--- config.mk ---
export PLATFORM = sky130hd
export DESIGN_NAME = fdx_ctrl
export DESIGN_NICKNAME = d
export VERILOG_FILES = /design/src/design/fdx_pkg.sv /design/src/design/fdx_sync.sv /design/src/design/fdx_fifo.sv /design/src/design/fdx_ctrl.sv
export SDC_FILE = /design/constraint.sdc
export NUM_CORES = 1
export LEC_CHECK = 0
export ABC_AREA = 1
export BUFFER_PORTS_ARGS = -buffer_cell sky130_fd_sc_hd__buf_2
export CAP_MARGIN = 5
export CORE_UTILIZATION = 25
export DETAILED_ROUTE_END_ITERATION = 10
export GPL_TIMING_DRIVEN = 0
export MAX_ROUTING_LAYER = met4
export SYNTH_ARGS = -nofsm -noshare
export SYNTH_HDL_FRONTEND = slang
export SYNTH_SLANG_ARGS = --single-unit
--- constraint.sdc ---
create_clock -name clk -period 2.3 [get_ports clk]
set_input_delay 0.345 -clock clk [delete_from_list [all_inputs] [get_ports clk]]
set_output_delay 0.345 -clock clk [all_outputs]
set_load 0.01 [all_outputs]
--- src/design/fdx_pkg.sv ---
// Package for the floppy FIFO, DMA and result-phase control block.
// Assumes a single 200 MHz clock domain and synchronous active-high reset.
package fdx_pkg;
  // ----------------------------------------------------------------
  // Sizes and reset values
  // ----------------------------------------------------------------
  localparam int FDX_FIFO_DEPTH = 16;
  localparam logic [3:0] FDX_THR_RST = 4'h0;
  localparam logic FDX_FIFO_DIS_RST = 1'b1;
  localparam logic [7:0] FDX_DTL_NONE = 8'hFF;
  localparam logic [2:0] FDX_SIZE_128 = 3'h0;
  localparam int FDX_SIZE_128_BYTES = 128;
  // ----------------------------------------------------------------
  // Command codes and result values
  // ----------------------------------------------------------------
  localparam logic [4:0] FDX_CMD_READ = 5'h06;
  localparam logic [4:0] FDX_CMD_WRITE = 5'h05;
  localparam logic [4:0] FDX_CMD_VERIFY = 5'h16;
  localparam logic [4:0] FDX_CMD_SENSE_INT = 5'h08;
  localparam logic [4:0] FDX_CMD_SPECIFY = 5'h03;
  localparam logic [4:0] FDX_CMD_CONFIGURE = 5'h13;
  localparam logic [4:0] FDX_CMD_PERP = 5'h12;
  localparam logic [4:0] FDX_CMD_REL_SEEK = 5'h0F;
  localparam logic [7:0] FDX_ST0_INVALID = 8'h80;
  localparam logic [7:0] FDX_ST0_ABNORMAL = 8'h40;
  localparam logic [7:0] FDX_ST0_NORMAL = 8'h00;
  localparam logic [2:0] FDX_RES_BYTES_XFER = 3'h3;
  localparam logic [2:0] FDX_RES_BYTES_SENSE = 3'h1;
  // ----------------------------------------------------------------
  // Phases of the controller
  // ----------------------------------------------------------------
  typedef enum logic [2:0] {
    FDX_IDLE, FDX_EXEC, FDX_FINISH, FDX_RESULT
  } fdx_phase_t;
  // Valid-command decode used by the phase logic.
  function automatic logic fdx_cmd_valid(input logic [4:0] c);
    case (c)
      FDX_CMD_READ, FDX_CMD_WRITE, FDX_CMD_VERIFY, FDX_CMD_SENSE_INT,
      FDX_CMD_SPECIFY, FDX_CMD_CONFIGURE, FDX_CMD_PERP,
      FDX_CMD_REL_SEEK: fdx_cmd_valid = 1'b1;
      default: fdx_cmd_valid = 1'b0;
    endcase
  endfunction
endpackage

--- src/design/fdx_sync.sv ---
// Two-flop synchroniser for a single level from outside the clock domain.
// Assumes the source is a pin that may change at any time.
`timescale 1ns/1ps
module fdx_sync import fdx_pkg::*; (
  // Clock and reset.
  input wire logic clk,
  input wire logic rst,
  // Asynchronous level in, synchronised level out.
  input wire logic async_in,
  output logic sync_out
);
  logic meta_q;
  // The first flop feeds only the second one.
  always_ff @(posedge clk) begin
    if (rst) begin
      meta_q <= 1'b0;
      sync_out <= 1'b0;
    end else begin
      meta_q <= async_in;
      sync_out <= meta_q;
    end
  end
endmodule

--- src/design/fdx_fifo.sv ---
// Sixteen-byte data FIFO between the DMA side and the disk side.
// Assumes both sides run on clk; the caller never pushes when full or pops when empty.
`timescale 1ns/1ps
module fdx_fifo import fdx_pkg::*; #(
  parameter int DEPTH = FDX_FIFO_DEPTH
) (
  // Clock and reset.
  input wire logic clk,
  input wire logic rst,
  input wire logic flush,
  // Write side.
  input wire logic push,
  input wire logic [7:0] wdata,
  // Read side.
  input wire logic pop,
  output logic [7:0] rdata,
  // Fill level.
  output logic [$clog2(DEPTH):0] count
);
  localparam int AW = $clog2(DEPTH);
  initial begin
    if (DEPTH < 2 || (1 << AW) != DEPTH) $error("DEPTH must be a power of two");
  end
  logic [7:0] mem [DEPTH];
  logic [AW-1:0] wp_q;
  logic [AW-1:0] rp_q;
  // Storage is written without reset.
  always_ff @(posedge clk) begin
    if (push) begin
      mem[wp_q] <= wdata;
    end
  end
  // Pointers and count.
  always_ff @(posedge clk) begin
    if (rst || flush) begin
      wp_q <= '0;
      rp_q <= '0;
      count <= '0;
    end else begin
      if (push) begin
        wp_q <= wp_q + 1'b1;
      end
      if (pop) begin
        rp_q <= rp_q + 1'b1;
      end
      count <= count + (AW+1)'(push) - (AW+1)'(pop);
    end
  end
  assign rdata = mem[rp_q];
endmodule

--- src/design/fdx_ctrl.sv ---
// Floppy controller FIFO/DMA flow control and result-phase control.
// Assumes the command decoder delivers command and parameter bytes as strobes,
// the disk side streams bytes with strobes, and DMA pins are synchronised here.
`timescale 1ns/1ps
module fdx_ctrl import fdx_pkg::*; #(
  parameter int DEPTH = FDX_FIFO_DEPTH
) (
  // Clock and reset.
  input wire logic clk,
  input wire logic rst,
  // Command decoder: first byte and parameter bytes already gathered.
  input wire logic cmd_stb,
  input wire logic [4:0] cmd_code,
  input wire logic [7:0] cmd_cylinder,
  input wire logic [7:0] cmd_final_sector_number,
  input wire logic [7:0] cmd_start_sector,
  input wire logic [2:0] cmd_size_code,
  input wire logic [7:0] cmd_special_byte_length,
  input wire logic cmd_enable_sector_count,
  input wire logic cmd_dir_in,
  input wire logic [1:0] cmd_perpendicular_drive_bits,
  input wire logic cmd_fifo_disable_n,
  input wire logic [3:0] cmd_fifo_threshold_param,
  input wire logic cmd_dma_enable,
  // DMA pins from the system DMA controller.
  input wire logic dma_ack_n,
  input wire logic dma_rd_n,
  input wire logic dma_wr_n,
  input wire logic terminal_count,
  input wire logic [7:0] dma_wdata,
  output logic dma_req,
  output logic [7:0] dma_rdata,
  // Disk side byte stream.
  input wire logic disk_rd_stb,
  input wire logic [7:0] disk_rd_data,
  input wire logic disk_wr_stb,
  input wire logic disk_sector_end,
  output logic [7:0] disk_wr_data,
  // Host status and result port.
  input wire logic result_rd_stb,
  output logic [7:0] result_data,
  output logic request_for_master_flag,
  output logic transfer_direction_flag,
  output logic controller_busy_flag,
  output logic irq,
  // Configuration state shown to the drive logic.
  output logic [7:0] cylinder_q,
  output logic [7:0] sectors_per_track_q,
  output logic [1:0] perpendicular_drives_q,
  output logic step_inward_q,
  output logic fifo_disable_n_q,
  output logic [3:0] fifo_threshold_param_q
);
  localparam int CW = $clog2(DEPTH) + 1;
  initial begin
    if (DEPTH != FDX_FIFO_DEPTH) $error("FIFO depth must match threshold range");
  end
  // ----------------------------------------------------------------
  // Pin synchronisers
  // ----------------------------------------------------------------
  logic ack_s, rd_s, wr_s, tc_s;
  fdx_sync u_s_ack (.clk(clk), .rst(rst), .async_in(~dma_ack_n), .sync_out(ack_s));
  fdx_sync u_s_rd (.clk(clk), .rst(rst), .async_in(~dma_rd_n), .sync_out(rd_s));
  fdx_sync u_s_wr (.clk(clk), .rst(rst), .async_in(~dma_wr_n), .sync_out(wr_s));
  fdx_sync u_s_tc (.clk(clk), .rst(rst), .async_in(terminal_count), .sync_out(tc_s));
  logic rd_prev_q, wr_prev_q;
  logic dma_rd_cyc, dma_wr_cyc;
  // A DMA cycle counts once, on the end of its strobe, with acknowledge held.
  always_ff @(posedge clk) begin
    if (rst) begin
      rd_prev_q <= 1'b0;
      wr_prev_q <= 1'b0;
    end else begin
      rd_prev_q <= rd_s & ack_s;
      wr_prev_q <= wr_s & ack_s;
    end
  end
  assign dma_rd_cyc = rd_prev_q & ~(rd_s & ack_s);
  assign dma_wr_cyc = wr_prev_q & ~(wr_s & ack_s);
  // ----------------------------------------------------------------
  // Phase and transfer state
  // ----------------------------------------------------------------
  fdx_phase_t phase_q;
  logic to_host_q, tc_seen_q, abnormal_q, invalid_q, dma_on_q;
  logic [7:0] sector_q, bytes_q, limit_q;
  logic [2:0] res_left_q;
  logic [7:0] st0_q;
  logic [CW-1:0] count;
  logic [7:0] fifo_out;
  logic xfer_cmd, push, pop, full, empty, host_idle_end;
  assign xfer_cmd = (cmd_code == FDX_CMD_READ) || (cmd_code == FDX_CMD_WRITE);
  assign full = (count == CW'(DEPTH));
  assign empty = (count == '0);
  // Only DMA cycles touch the FIFO on the host side.
  assign push = to_host_q ? (disk_rd_stb && !full && bytes_q < limit_q)
                          : (dma_wr_cyc && !full && !tc_seen_q);
  assign pop = to_host_q ? (dma_rd_cyc && !empty) : (disk_wr_stb && !empty);
  // Host starved the FIFO mid-sector: underrun or overrun.
  assign host_idle_end = to_host_q ? (disk_rd_stb && full) : (disk_wr_stb && empty && !tc_seen_q);
  fdx_fifo #(.DEPTH(DEPTH)) u_fifo (
    .clk(clk), .rst(rst), .flush(phase_q == FDX_IDLE),
    .push(push), .wdata(to_host_q ? disk_rd_data : dma_wdata),
    .pop(pop), .rdata(fifo_out), .count(count)
  );
  // Configuration commands; cylinder takes any byte value.
  always_ff @(posedge clk) begin
    if (rst) begin
      cylinder_q <= 8'h00;
      sectors_per_track_q <= 8'h00;
      perpendicular_drives_q <= 2'h0;
      step_inward_q <= 1'b0;
      fifo_disable_n_q <= FDX_FIFO_DIS_RST;
      fifo_threshold_param_q <= FDX_THR_RST;
      dma_on_q <= 1'b0;
    end else if (cmd_stb && phase_q == FDX_IDLE) begin
      case (cmd_code)
        FDX_CMD_CONFIGURE: begin
          fifo_disable_n_q <= cmd_fifo_disable_n;
          fifo_threshold_param_q <= cmd_fifo_threshold_param;
        end
        FDX_CMD_SPECIFY: dma_on_q <= cmd_dma_enable;
        FDX_CMD_PERP: perpendicular_drives_q <= cmd_perpendicular_drive_bits;
        FDX_CMD_REL_SEEK: step_inward_q <= cmd_dir_in;
        FDX_CMD_VERIFY: begin
          if (cmd_enable_sector_count) begin
            sectors_per_track_q <= cmd_special_byte_length;
          end
        end
        default: cylinder_q <= xfer_cmd ? cmd_cylinder : cylinder_q;
      endcase
    end
  end
  // Phase machine: execution, sector finishing, result phase.
  always_ff @(posedge clk) begin
    if (rst) begin
      phase_q <= FDX_IDLE;
      to_host_q <= 1'b0;
      tc_seen_q <= 1'b0;
      abnormal_q <= 1'b0;
      invalid_q <= 1'b0;
      sector_q <= 8'h00;
      bytes_q <= 8'h00;
      limit_q <= 8'h00;
      res_left_q <= 3'h0;
      st0_q <= FDX_ST0_NORMAL;
    end else begin
      case (phase_q)
        FDX_IDLE: begin
          if (cmd_stb) begin
            if (!fdx_cmd_valid(cmd_code)) begin
              invalid_q <= 1'b1;
              phase_q <= FDX_RESULT;
              res_left_q <= 3'h0;
            end else if (cmd_code == FDX_CMD_SENSE_INT) begin
              st0_q <= invalid_q ? FDX_ST0_INVALID : st0_q;
              invalid_q <= 1'b0;
              res_left_q <= FDX_RES_BYTES_SENSE;
              phase_q <= FDX_RESULT;
            end else if (xfer_cmd && dma_on_q) begin
              to_host_q <= (cmd_code == FDX_CMD_READ);
              sector_q <= cmd_start_sector;
              bytes_q <= 8'h00;
              // Short sectors pass only the special length to the host.
              limit_q <= (cmd_size_code == FDX_SIZE_128) ? cmd_special_byte_length
                                                         : FDX_DTL_NONE;
              tc_seen_q <= 1'b0;
              abnormal_q <= 1'b0;
              phase_q <= FDX_EXEC;
            end
          end
        end
        FDX_EXEC: begin
          if (tc_s) begin
            tc_seen_q <= 1'b1;
          end
          if (host_idle_end) begin
            abnormal_q <= 1'b1;
            phase_q <= FDX_FINISH;
            // Marks a write cut mid-sector so the finish step waits for the sector end.
            bytes_q <= to_host_q ? bytes_q : (bytes_q | 8'h01);
          end else if (disk_sector_end) begin
            bytes_q <= 8'h00;
            sector_q <= sector_q + 8'h01;
            if (tc_seen_q || tc_s) begin
              phase_q <= FDX_FINISH;
            end else if (sector_q == cmd_final_sector_number) begin
              abnormal_q <= 1'b1;
              phase_q <= FDX_FINISH;
            end
          end else if ((to_host_q && disk_rd_stb) || (!to_host_q && disk_wr_stb)) begin
            bytes_q <= (bytes_q == 8'hFF) ? bytes_q : bytes_q + 8'h01;
          end
        end
        FDX_FINISH: begin
          // The disk side completes the sector; extra bytes are dropped or zero.
          // A write that stopped on a sector boundary has nothing left to finish.
          if (disk_sector_end || (to_host_q ? empty : bytes_q == 8'h00)) begin
            st0_q <= abnormal_q ? FDX_ST0_ABNORMAL : FDX_ST0_NORMAL;
            res_left_q <= FDX_RES_BYTES_XFER;
            phase_q <= FDX_RESULT;
          end
        end
        FDX_RESULT: begin
          if (result_rd_stb && res_left_q != 3'h0) begin
            res_left_q <= res_left_q - 3'h1;
          end
          if (res_left_q == 3'h0 && !invalid_q) begin
            phase_q <= FDX_IDLE;
          end else if (res_left_q == 3'h0 && cmd_stb && cmd_code == FDX_CMD_SENSE_INT) begin
            st0_q <= FDX_ST0_INVALID;
            invalid_q <= 1'b0;
            res_left_q <= FDX_RES_BYTES_SENSE;
          end
        end
        default: phase_q <= FDX_IDLE;
      endcase
    end
  end
  // DMA request: threshold raises it, and sector end too when reading; empty or full drop it.
  always_ff @(posedge clk) begin
    if (rst) begin
      dma_req <= 1'b0;
    end else if (phase_q != FDX_EXEC && !(phase_q == FDX_FINISH && to_host_q)) begin
      dma_req <= 1'b0;
    end else if (to_host_q) begin
      if (empty || (pop && count == CW'(1))) begin
        dma_req <= 1'b0;
      end else if (count >= CW'(DEPTH) - CW'(fifo_threshold_param_q) - CW'(1)
                   || disk_sector_end || phase_q == FDX_FINISH) begin
        dma_req <= 1'b1;
      end
    end else if (tc_seen_q || tc_s) begin
      dma_req <= 1'b0;
    end else if (full || (push && count == CW'(DEPTH - 1))) begin
      dma_req <= 1'b0;
    end else if (!dma_req && (bytes_q == 8'h00 && count == '0
                 || count <= CW'(fifo_threshold_param_q) + CW'(1))) begin
      dma_req <= 1'b1;
    end
  end
  // Data outputs and status flags for polling software.
  always_ff @(posedge clk) begin
    if (rst) begin
      dma_rdata <= 8'h00;
      disk_wr_data <= 8'h00;
      result_data <= 8'h00;
      request_for_master_flag <= 1'b1;
      transfer_direction_flag <= 1'b0;
      controller_busy_flag <= 1'b0;
      irq <= 1'b0;
    end else begin
      dma_rdata <= fifo_out;
      // Write remainder beyond the special length is zero filled.
      disk_wr_data <= (empty || bytes_q >= limit_q) ? 8'h00 : fifo_out;
      result_data <= st0_q;
      request_for_master_flag <= (phase_q == FDX_IDLE) || (phase_q == FDX_RESULT);
      transfer_direction_flag <= (phase_q == FDX_RESULT) && res_left_q != 3'h0;
      controller_busy_flag <= (phase_q != FDX_IDLE);
      irq <= (phase_q == FDX_RESULT) && (res_left_q != 3'h0 || invalid_q);
    end
  end
endmodule

==> results.txt, run 1 <==
* Internal: 8925 µW
* Fraction of synthesized cell area taken by the top area cell type: 0.3481
* Highest clock rate: between 400 and 500 MHz
* Cell area after synthesis: 11040 µm²
- After synthesis, the share of flip-flops with an asynchronous set or reset is 0.
* Post-Place Cell Area: 12440 µm²
- Data arrives at the worst endpoint at 2.84 ns.
- Area of the core: 43360 µm²
* Layout cells sized above 1: 0.2107
* Sequential element share of the synthesized area: 0.5475
- Relative slew slack: 0.4145
- Static leakage: 0.005834 µW
- The initial utilization of the core area, before any placement, comes to 0.2547.
- CTS sink count: 238
- The die covers 45020 µm².
* Max VDD drop: ~580 µV
- Root Driver: clkbuf_16
* Switch share: 0.3468
* Placed wire-length estimate: roughly 23000 µm
- Post-route worst setup slack: -0.04849 ns
- The number of failing hold endpoints at the final stage is 0.
- Synth cell types: 42
* Source-to-sink clock delay at the later pin of the worst-skew pair: 0.57 ns
- The share of total power dissipated in combinational logic is 0.301.
- Number of placement rows: 76
- On the final layout, the worst clock skew is 0.02222 ns.
- The most used flip-flop cell after synthesis is edfxtp_1.
- The via count of the first global-routing pass is 9209.
- Per-cell routed wire length: 16.42 µm
- At the worst endpoint, the required time is 2.79 ns.
- Nature of the critical path startpoint: flip-flop
* Max Transition Viols Final: 0
- Maximum number of pins on one net before global-route repair: 17
* Aggregate global routing overflow: 0
* Actual slew at the worst max-slew pin: 0.8783 ns
* Count of placed standard cells including taps: 1971
- In the global route stage, overall resource usage came out at 0.1526.
- Global-route wire length before repair: 51280 µm
* Count of inserted antenna diode cells: 0
* Area grow syn2layout: 29.13%
* Post-layout minimum cycle time: 2.348 ns
- Crit path capture type: flip-flop
- Number of design rule violations left after detail routing: 0
* Number of cells in the finished layout apart from fillers: 2066
* Iteration-0 DRC Markers: 643
* Number of input and output port buffers inserted: 123
- In this run the power density over the cells is between 900 and 1000 nW/µm².
* Fin crit share: 1.021
* Antenna violation net count after detailed routing: 0
- Gate count after technology mapping: 1258
- In this run the power spent charging and discharging nets is 4738 µW.
* Number of synthesized flops with an enable pin: 128
* Worst-case clock buffer depth: 3
- The checks that failed: negative setup slack.
* Deepest level of the CTS H-tree: 1
* Net count, final: 1580
- In this run the horizontal extent of the chip is approximately 210 µm.
- 130 I/O pins were placed.
- Vias after detailed routing: 9533
* Setup violations, final: 7
- Post-synthesis cell type with the largest combined area: edfxtp_1
* Run status: finished, violations left
- TritonCTS clock tree: done
* Critical path class: flip-flop to flip-flop
- Hold Path Class: input port to flip-flop
* Most common cell after layout, fill and taps aside: nor2_1
- Commonest non-fill, non-tap cells in the layout: nor2_1, nand2_1, buf_2, edfxtp_1, inv_1
- Fill cells: 4526
- Max Cap Viol: 0
- Of the total power, registers draw 0.370.
- Wirelength, routed: 33930 µm
- Before antenna repair, the detailed router went through 5 iterations.
- Of the total power, the clock network draws 0.329.
- Final Cell Area: about 14000 µm²
* Setup repair after global routing missed its margin: yes
- OpenSTA, run right after detailed placement, puts the worst setup slack at -0.7594 ns.
* Syn Area/Cell: 8.778 µm²
- Clock-pin slew was measured on the worst setup and hold paths at 0.06 ns.
* Max Fanout on Critical Path: 2
* Flip-flop and latch count after synthesis: about 240
- The initial antenna violation count is 0.
* Number of buffers added by the clock tree synthesis step: 28
* Final Util: 0.3289
* Count of warnings emitted by yosys: 0
- At the end of routability-driven placement, the weighted congestion stood at 0.9105.
* Top cells by area, synth: edfxtp_1, dfxtp_1, nor2_1, nand2_1, o21ai_0
- Measured along the y axis, the die boundary spans 212.2 µm.
- In the routed layout, each cell is associated on average with a via count of 4.614.
-- final cells by class --
cell class                 instances  area [µm²]  area share
sequential                       238        6071      0.4257
multi-input combinational        835        4572      0.3206
timing repair buffer             166        1165     0.08169
clock buffer                      44       850.8     0.05966
tap                              585       732.0     0.05133
inverter                         143       545.5     0.03826
buffer                            47       221.5     0.01553
clock inverter                     8       102.6    0.007195
-- critical path: stages, from the launching register on --
cell and delay (ns):
dfxtp_4 0.35, ha_4 0.24, a21oi_2 0.12, nor2_1 0.05, a211oi_2 0.25, nand3b_1 0.21
nand2_4 0.13, ha_4 0.13, inv_2 0.04, fa_2 0.34, o21ai_2 0.13, a21oi_2 0.07
nand2_1 0.05, nand2_1 0.05, nor2_1 0.11
-- metal layers --
metal	part of all wire	vias to the layer above	track usage
li1	-	4601	-
met1	0.43	4503	0.1924
met2	0.48	362	0.2501
met3	0.065	67	0.02157
met4	0.032	0	0.05222
met5	0	-	-
-- Yosys cell counts, types with 2 or more instances --
cell,n
a21oi_1,40
a41oi_1,2
buf_2,7
buf_4,6
clkbuf_1,34
dfxtp_1,110
edfxtp_1,128
ha_1,43
inv_1,134
inv_2,8
mux2i_1,3
nand2_1,204
nand2_2,5
nand3_1,59
nand3_4,2
nand3b_1,2
nand4_1,14
nor2_1,238
nor2_2,2
nor2_4,2
nor3_1,19
nor3_2,2
o211ai_1,10
o21ai_0,121
o221ai_1,23
o22ai_1,9
or2_2,5
xnor2_1,4
xor2_1,9
-- kinds of logic (layout without fill, tap and decap cells) --
kind of cell / after synthesis / in the layout / share of synthesized area
xor gates and xnor gates: 13 / 13 / 0.01031
muxes: 3 / 3 / 0.002719
and+or+nand+nor: 558 / 558 / 0.2114
DFF: 238 / 238 / 0.5475
adders and majority gates: 44 / 44 / 0.05053
AOI/OAI and AO/OA: 211 / 211 / 0.1098
other: 1 / 6 / 0.0003396
buffers and inverters: 190 / 408 / 0.06741
-- flip-flops by register name (all words and copies together) (netlist names), 2 cells and up, named ones only --
signal	count
result_data	2
st0_q	2
phase_q	2
cylinder_q	8
disk_wr_data	8
perpendicular_drives_q	2
limit_q	8
dma_rdata	8
u_fifo.count	5
bytes_q	8
u_fifo.rp_q	4
sector_q	8
fifo_threshold_param_q	4
res_left_q	3
u_fifo.wp_q	4
u_fifo.mem	128
sectors_per_track_q	8
-- timing repair --
| action | in CTS | in global routing |
|---|---|---|
| hold buffers | 5 | 0 |
| resized for setup | 66 | 37 |
| setup endpoints to repair | 140 | 156 |
| endpoints found under the hold margin | 5 | 0 |
| pin swaps | 28 | 25 |
| buffers inserted | 30 | 8 |
-- power groups by stage --
stage / registers, µW / clock network [µW] / logic, µW
final: 5060 / 4500 / 4110
after global routing: 5100 / 4750 / 4670
after floorplan: 5070 / 0 / 2660
after global placement: 5120 / 0 / 3600
after detailed placement: 5130 / 0 / 3670
after CTS: 5050 / 4580 / 3880
-- final timing paths --
path	startpoint	end	slack, ns	cells after the start
hold reg to reg	u_s_ack.meta_q	u_s_ack.sync_out	0.40	2
hold / removal	cmd_perpendicular_drive_bits[1]	perpendicular_drives_q[1]	0.02	3
setup reg to reg	bytes_q[5]	u_fifo.count[4]	-0.05	14
setup / recovery	bytes_q[5]	u_fifo.count[4]	-0.05	14
-- through the flow --
stage          power, µW  hold WS, ns   TNS, ns
6_report           13660      0.02384  -0.06863
5_1_grt            14520      0.03051    -7.666
4_1_cts            13520    0.0003081   -0.1564
3_5_place_dp        8800       0.3922    -78.43
3_3_place_gp        8721       0.3903    -73.12
2_1_floorplan       7734       0.3883  -0.01182
No activity file was read; power rests on OpenSTA's default activity.
==> run 2, diff against run 1 <==
Settings changed: BUFFER_PORTS_ARGS -buffer_cell sky130_fd_sc_hd__buf_2 to not set, DONT_BUFFER_PORTS set to 1, PLACE_DENSITY set to 0.49.
==> run 2 against run 1 <==
Against the previous run:
- the run still ends with negative setup slack left
- non-clock buffer count down 98
- clock power about the same
- power down 1.9%
- fmax barely moved
- worst hold slack gained 0.013 ns
- sequential power rose by 1%
- flip-flop and latch count did not move
- via count shrank 6.2%
- sequential share of layout area grew 1.3 points
- critical path depth increased by 3
- register-to-register slack about the same
- critical endpoint unchanged
==> results.txt, run 2 (same netlist as run 1, synthesis figures left out) <==
* Run status: finished, violations left (unchanged)
- Violations in the final reports: negative setup slack (unchanged).
* Iteration-0 DRC Markers: 553 (was 643)
- The number of nets at the end of the flow came to 1483 (was 1580).
- FF-to-FF Start: bytes_q[1] (was bytes_q[5])
* Final weighted congestion in routability-driven placement: 0.8735 (was 0.9105)
- The DRC violation count after routing came to 0 (unchanged).
- The global route total overflow was 0 (unchanged).
* Register ranked first by flip-flop count: u_fifo.mem (unchanged)
- The launching instance or port of the critical path was bytes_q[1] (was bytes_q[5]).
* Flop2flop setup slack: -0.05 ns (about the same)
- The number of input and output port buffers inserted is 0 (was 123).
- List of cells traversed by the critical path: ha_1 -> inv_1 -> nor2_1 -> o21ai_1 -> nand2_1 -> nand2_2 -> nand3b_1 -> buf_6 -> nand2_8 -> ha_4 -> inv_2 -> fa_2 -> o21ai_2 -> a21oi_2 -> nand2_1 -> nand2_1 -> nor2_1 (was ha_4 -> a21oi_2 -> nor2_1 -> a211oi_2 -> nand3b_1 -> nand2_4 -> ha_4 -> inv_2 -> fa_2 -> o21ai_2 -> a21oi_2 -> nand2_1 -> nand2_1 -> nor2_1)
- The root buffer cell is clkbuf_16 (unchanged).
- Power per Cell Area: 968.3 nW/µm² (was 958.1 nW/µm²)
- The final-layout setup total negative slack is -0.04662 ns (was -0.06863 ns).
- Area of the core: 43360 µm² (unchanged)
- The clock tree skew after final layout is 0.01316 ns (was 0.02222 ns).
- Wirelength, routed: 32950 µm (was 33930 µm)
- The endpoint kind of the worst setup timing path is a flip-flop (unchanged).
- Logic depth of the worst register-to-register path: 17 (was 14)
- The via count of the first global-routing pass came to 8806 (was 9209).
- The clock tree from TritonCTS is done (unchanged).
- Tightest hold margin: 0.03711 ns (was 0.02384 ns)
- The fmax is 426.1 MHz (was 425.8 MHz).
* Source-to-sink clock delay at the later pin of the worst-skew pair: 0.57 ns (about the same)
* Area grow syn2layout: 25.38% (was 29.13%)
- The final worst-path cycle share is 1.020 (was 1.021).
- The number of antenna cells inserted came to 0 (unchanged).
* GRT Overall Usage: 0.1509 (was 0.1526)
* Height of the die: 212.2 µm (unchanged)
- The share of total power in sequential cells came to 0.382 (was 0.370).
- Max Transition Viols Final: 0 (unchanged)
- Largest register FFs: 128 (unchanged)
* Internal: 8782 µW (was 8925 µW)
* Post-route worst setup slack: -0.04662 ns (was -0.04849 ns)
- Layout cells sized above 1: 0.1394 (was 0.2107)
* Relative slew slack: 0.4247 (was 0.4145)
- Antenna violation net count after detailed routing: 0 (unchanged)
- The master of the slowest instance on the critical path is fa_2 (was dfxtp_4).
- CP max stage delay: 0.35 ns (about the same)
* Count of boundary I/O pins: 130 (unchanged)
- The share of power burned in the clock network came to 0.336 (was 0.329).
- The clock slew seen by the registers of the worst setup and hold paths was 0.06 ns (about the same).
- Commonest non-fill, non-tap cells in the layout: nor2_1, nand2_1, edfxtp_1, inv_1, o21ai_0 (was nor2_1, nand2_1, buf_2, edfxtp_1, inv_1)
- Per-cell routed wire length: 16.73 µm (was 16.42 µm)
* Per-cell via count in the routed design: 4.537 (was 4.614)
- The leakage dissipation came to 0.005399 µW (was 0.005834 µW).
* Pre-Repair DR Iteration Count: 7 (was 5)
- Setup violations, final: 1 (was 7)
- The highest net fanout along the worst path is 4 (was 2).
- The launching element type of the critical path was a flip-flop (unchanged).
- Maximum number of pins on one net before global-route repair: 17 (unchanged)
- The number of buffers on the longest clock path was 3 (unchanged).
* Hold Crit Depth: 4 (was 3)
- The total CTS buffers is 29 (was 28).
* Total net switching power: 4624 µW (was 4738 µW)
- The most common cell after layout, fill and taps aside was nor2_1 (unchanged).
- The number of failing hold endpoints at the final stage was 0 (unchanged).
- The shortest clock period the worst path allows after layout came to 2.347 ns (was 2.348 ns).
- Initial Util: 0.2547 (unchanged)
- Vias after detailed routing: 8938 (was 9533)
* Critical path class: flip-flop to flip-flop (unchanged)
* Number of antenna violations at the first check in global routing: 0 (unchanged)
* Actual slew at the worst max-slew pin: 0.8630 ns (was 0.8783 ns)
* Horizontal die dimension: 212.2 µm (unchanged)
* Switch share: 0.3449 (was 0.3468)
- The placed wire-length estimate after detailed placement is 22940 µm (was 23470 µm).
* Worst path arrival time: 2.85 ns (was 2.84 ns)
- Max Cap Viol: 0 (unchanged)
* CTS sink count: 238 (unchanged)
- The number of levels in the clock H-tree came to 1 (unchanged).
- The required time of the critical path came to 2.80 ns (was 2.79 ns).
- Overall die area: 45020 µm² (unchanged)
- Number of placement rows: 76 (unchanged)
- The wire length of the first global-routing pass was 49970 µm (was 51280 µm).
- Combinational power share: 0.282 (was 0.301)
- The start point of the worst hold path is cmd_start_sector[2] (was cmd_perpendicular_drive_bits[1]).
- Max VDD drop: 619.8 µV (was 579.7 µV)
- Hold Path Class: input port to flip-flop (unchanged)
- Most frequent CP cell: nand2_1
* Setup repair after global routing missed its margin: yes (unchanged)
run 2: cell types whose count changed in the layout (fill, tap and decap cells not counted), moves of 4 or more:
cell           before  now
dlygate4sd3_1       5   33
buf_6               7    3
buf_4              22   26
clkbuf_4            0    4
buf_2             130    6
clkbuf_8           10    3
clkbuf_1           37   33
clkinv_2            2    6
run 2: timing repair:
action / CTS / global route
gates cloned: 0 / 0
hold buffers: 33 / 0
buffers inserted: 29 / 6
endpoints found under the setup margin: 142 / 159
endpoints found under the hold margin: 41 / 0
pin swaps: 30 / 14
gates resized for setup: 66 / 37
run 2: per-stage QoR:
step                instance area [µm²]  power [µW]  setup WS (ns)  cells    util
global route                      13850       14340        -0.2146   1970  0.3193
CTS                               13680       13470        -0.1637   1964  0.3155
detailed placement                11830        8691        -0.7316   1848  0.2727
global placement                  11830        8662        -0.6373   1848  0.2727
finish                            13850       13410       -0.04662   1970  0.3193
floorplan                         11090        7734       -0.01182   1263       -
run 2: layer usage:
metal,global-route usage,up-vias,part of all wire
li1,-,4412,-
met5,-,-,0
met1,0.1802,4196,0.42
met2,0.2527,266,0.48
met4,0.05147,0,0.031
met3,0.03013,64,0.067
run 2: worst max-delay path, delay by kind of cell, from the launching register on:
| family | cells | cell delay (ns) |
|---|---|---|
| AO/OA/AOI/OAI | 3 | 0.35 |
| adder cells (fa/ha/maj) | 3 | 0.80 |
| buffers and inverters | 3 | 0.24 |
| flip-flops | 1 | 0.34 |
| AND/OR/NAND/NOR | 8 | 0.53 |
run 2: cell type report:
| type | count | area (µm²) |
|---|---|---|
| Fill cell | 4579 | 29520 |
| Tap cell | 585 | 732.0 |
| Buffer | 47 | 227.7 |
| Clock buffer | 40 | 798.3 |
| Multi-Input combinational cell | 835 | 4573 |
| Inverter | 143 | 539.3 |
| Sequential cell | 238 | 6077 |
| Clock inverter | 14 | 143.9 |
| Timing Repair Buffer | 68 | 754.5 |
run 2: path summary, 6_finish.rpt:
check | endpoint
worst max-delay path | u_fifo.count[4]
worst min-delay path | sector_q[2]
worst max register to register | u_fifo.count[4]
worst min register to register | u_s_wr.sync_out
run 2: power by group through the flow:
stage | clock network, µW | registers [µW] | logic, µW
after global placement | 0 | 5180 | 3480
after global routing | 4820 | 5160 | 4350
final | 4510 | 5120 | 3780
after detailed placement | 0 | 5180 | 3510
after floorplan | 0 | 5070 | 2660
after CTS | 4650 | 5110 | 3710
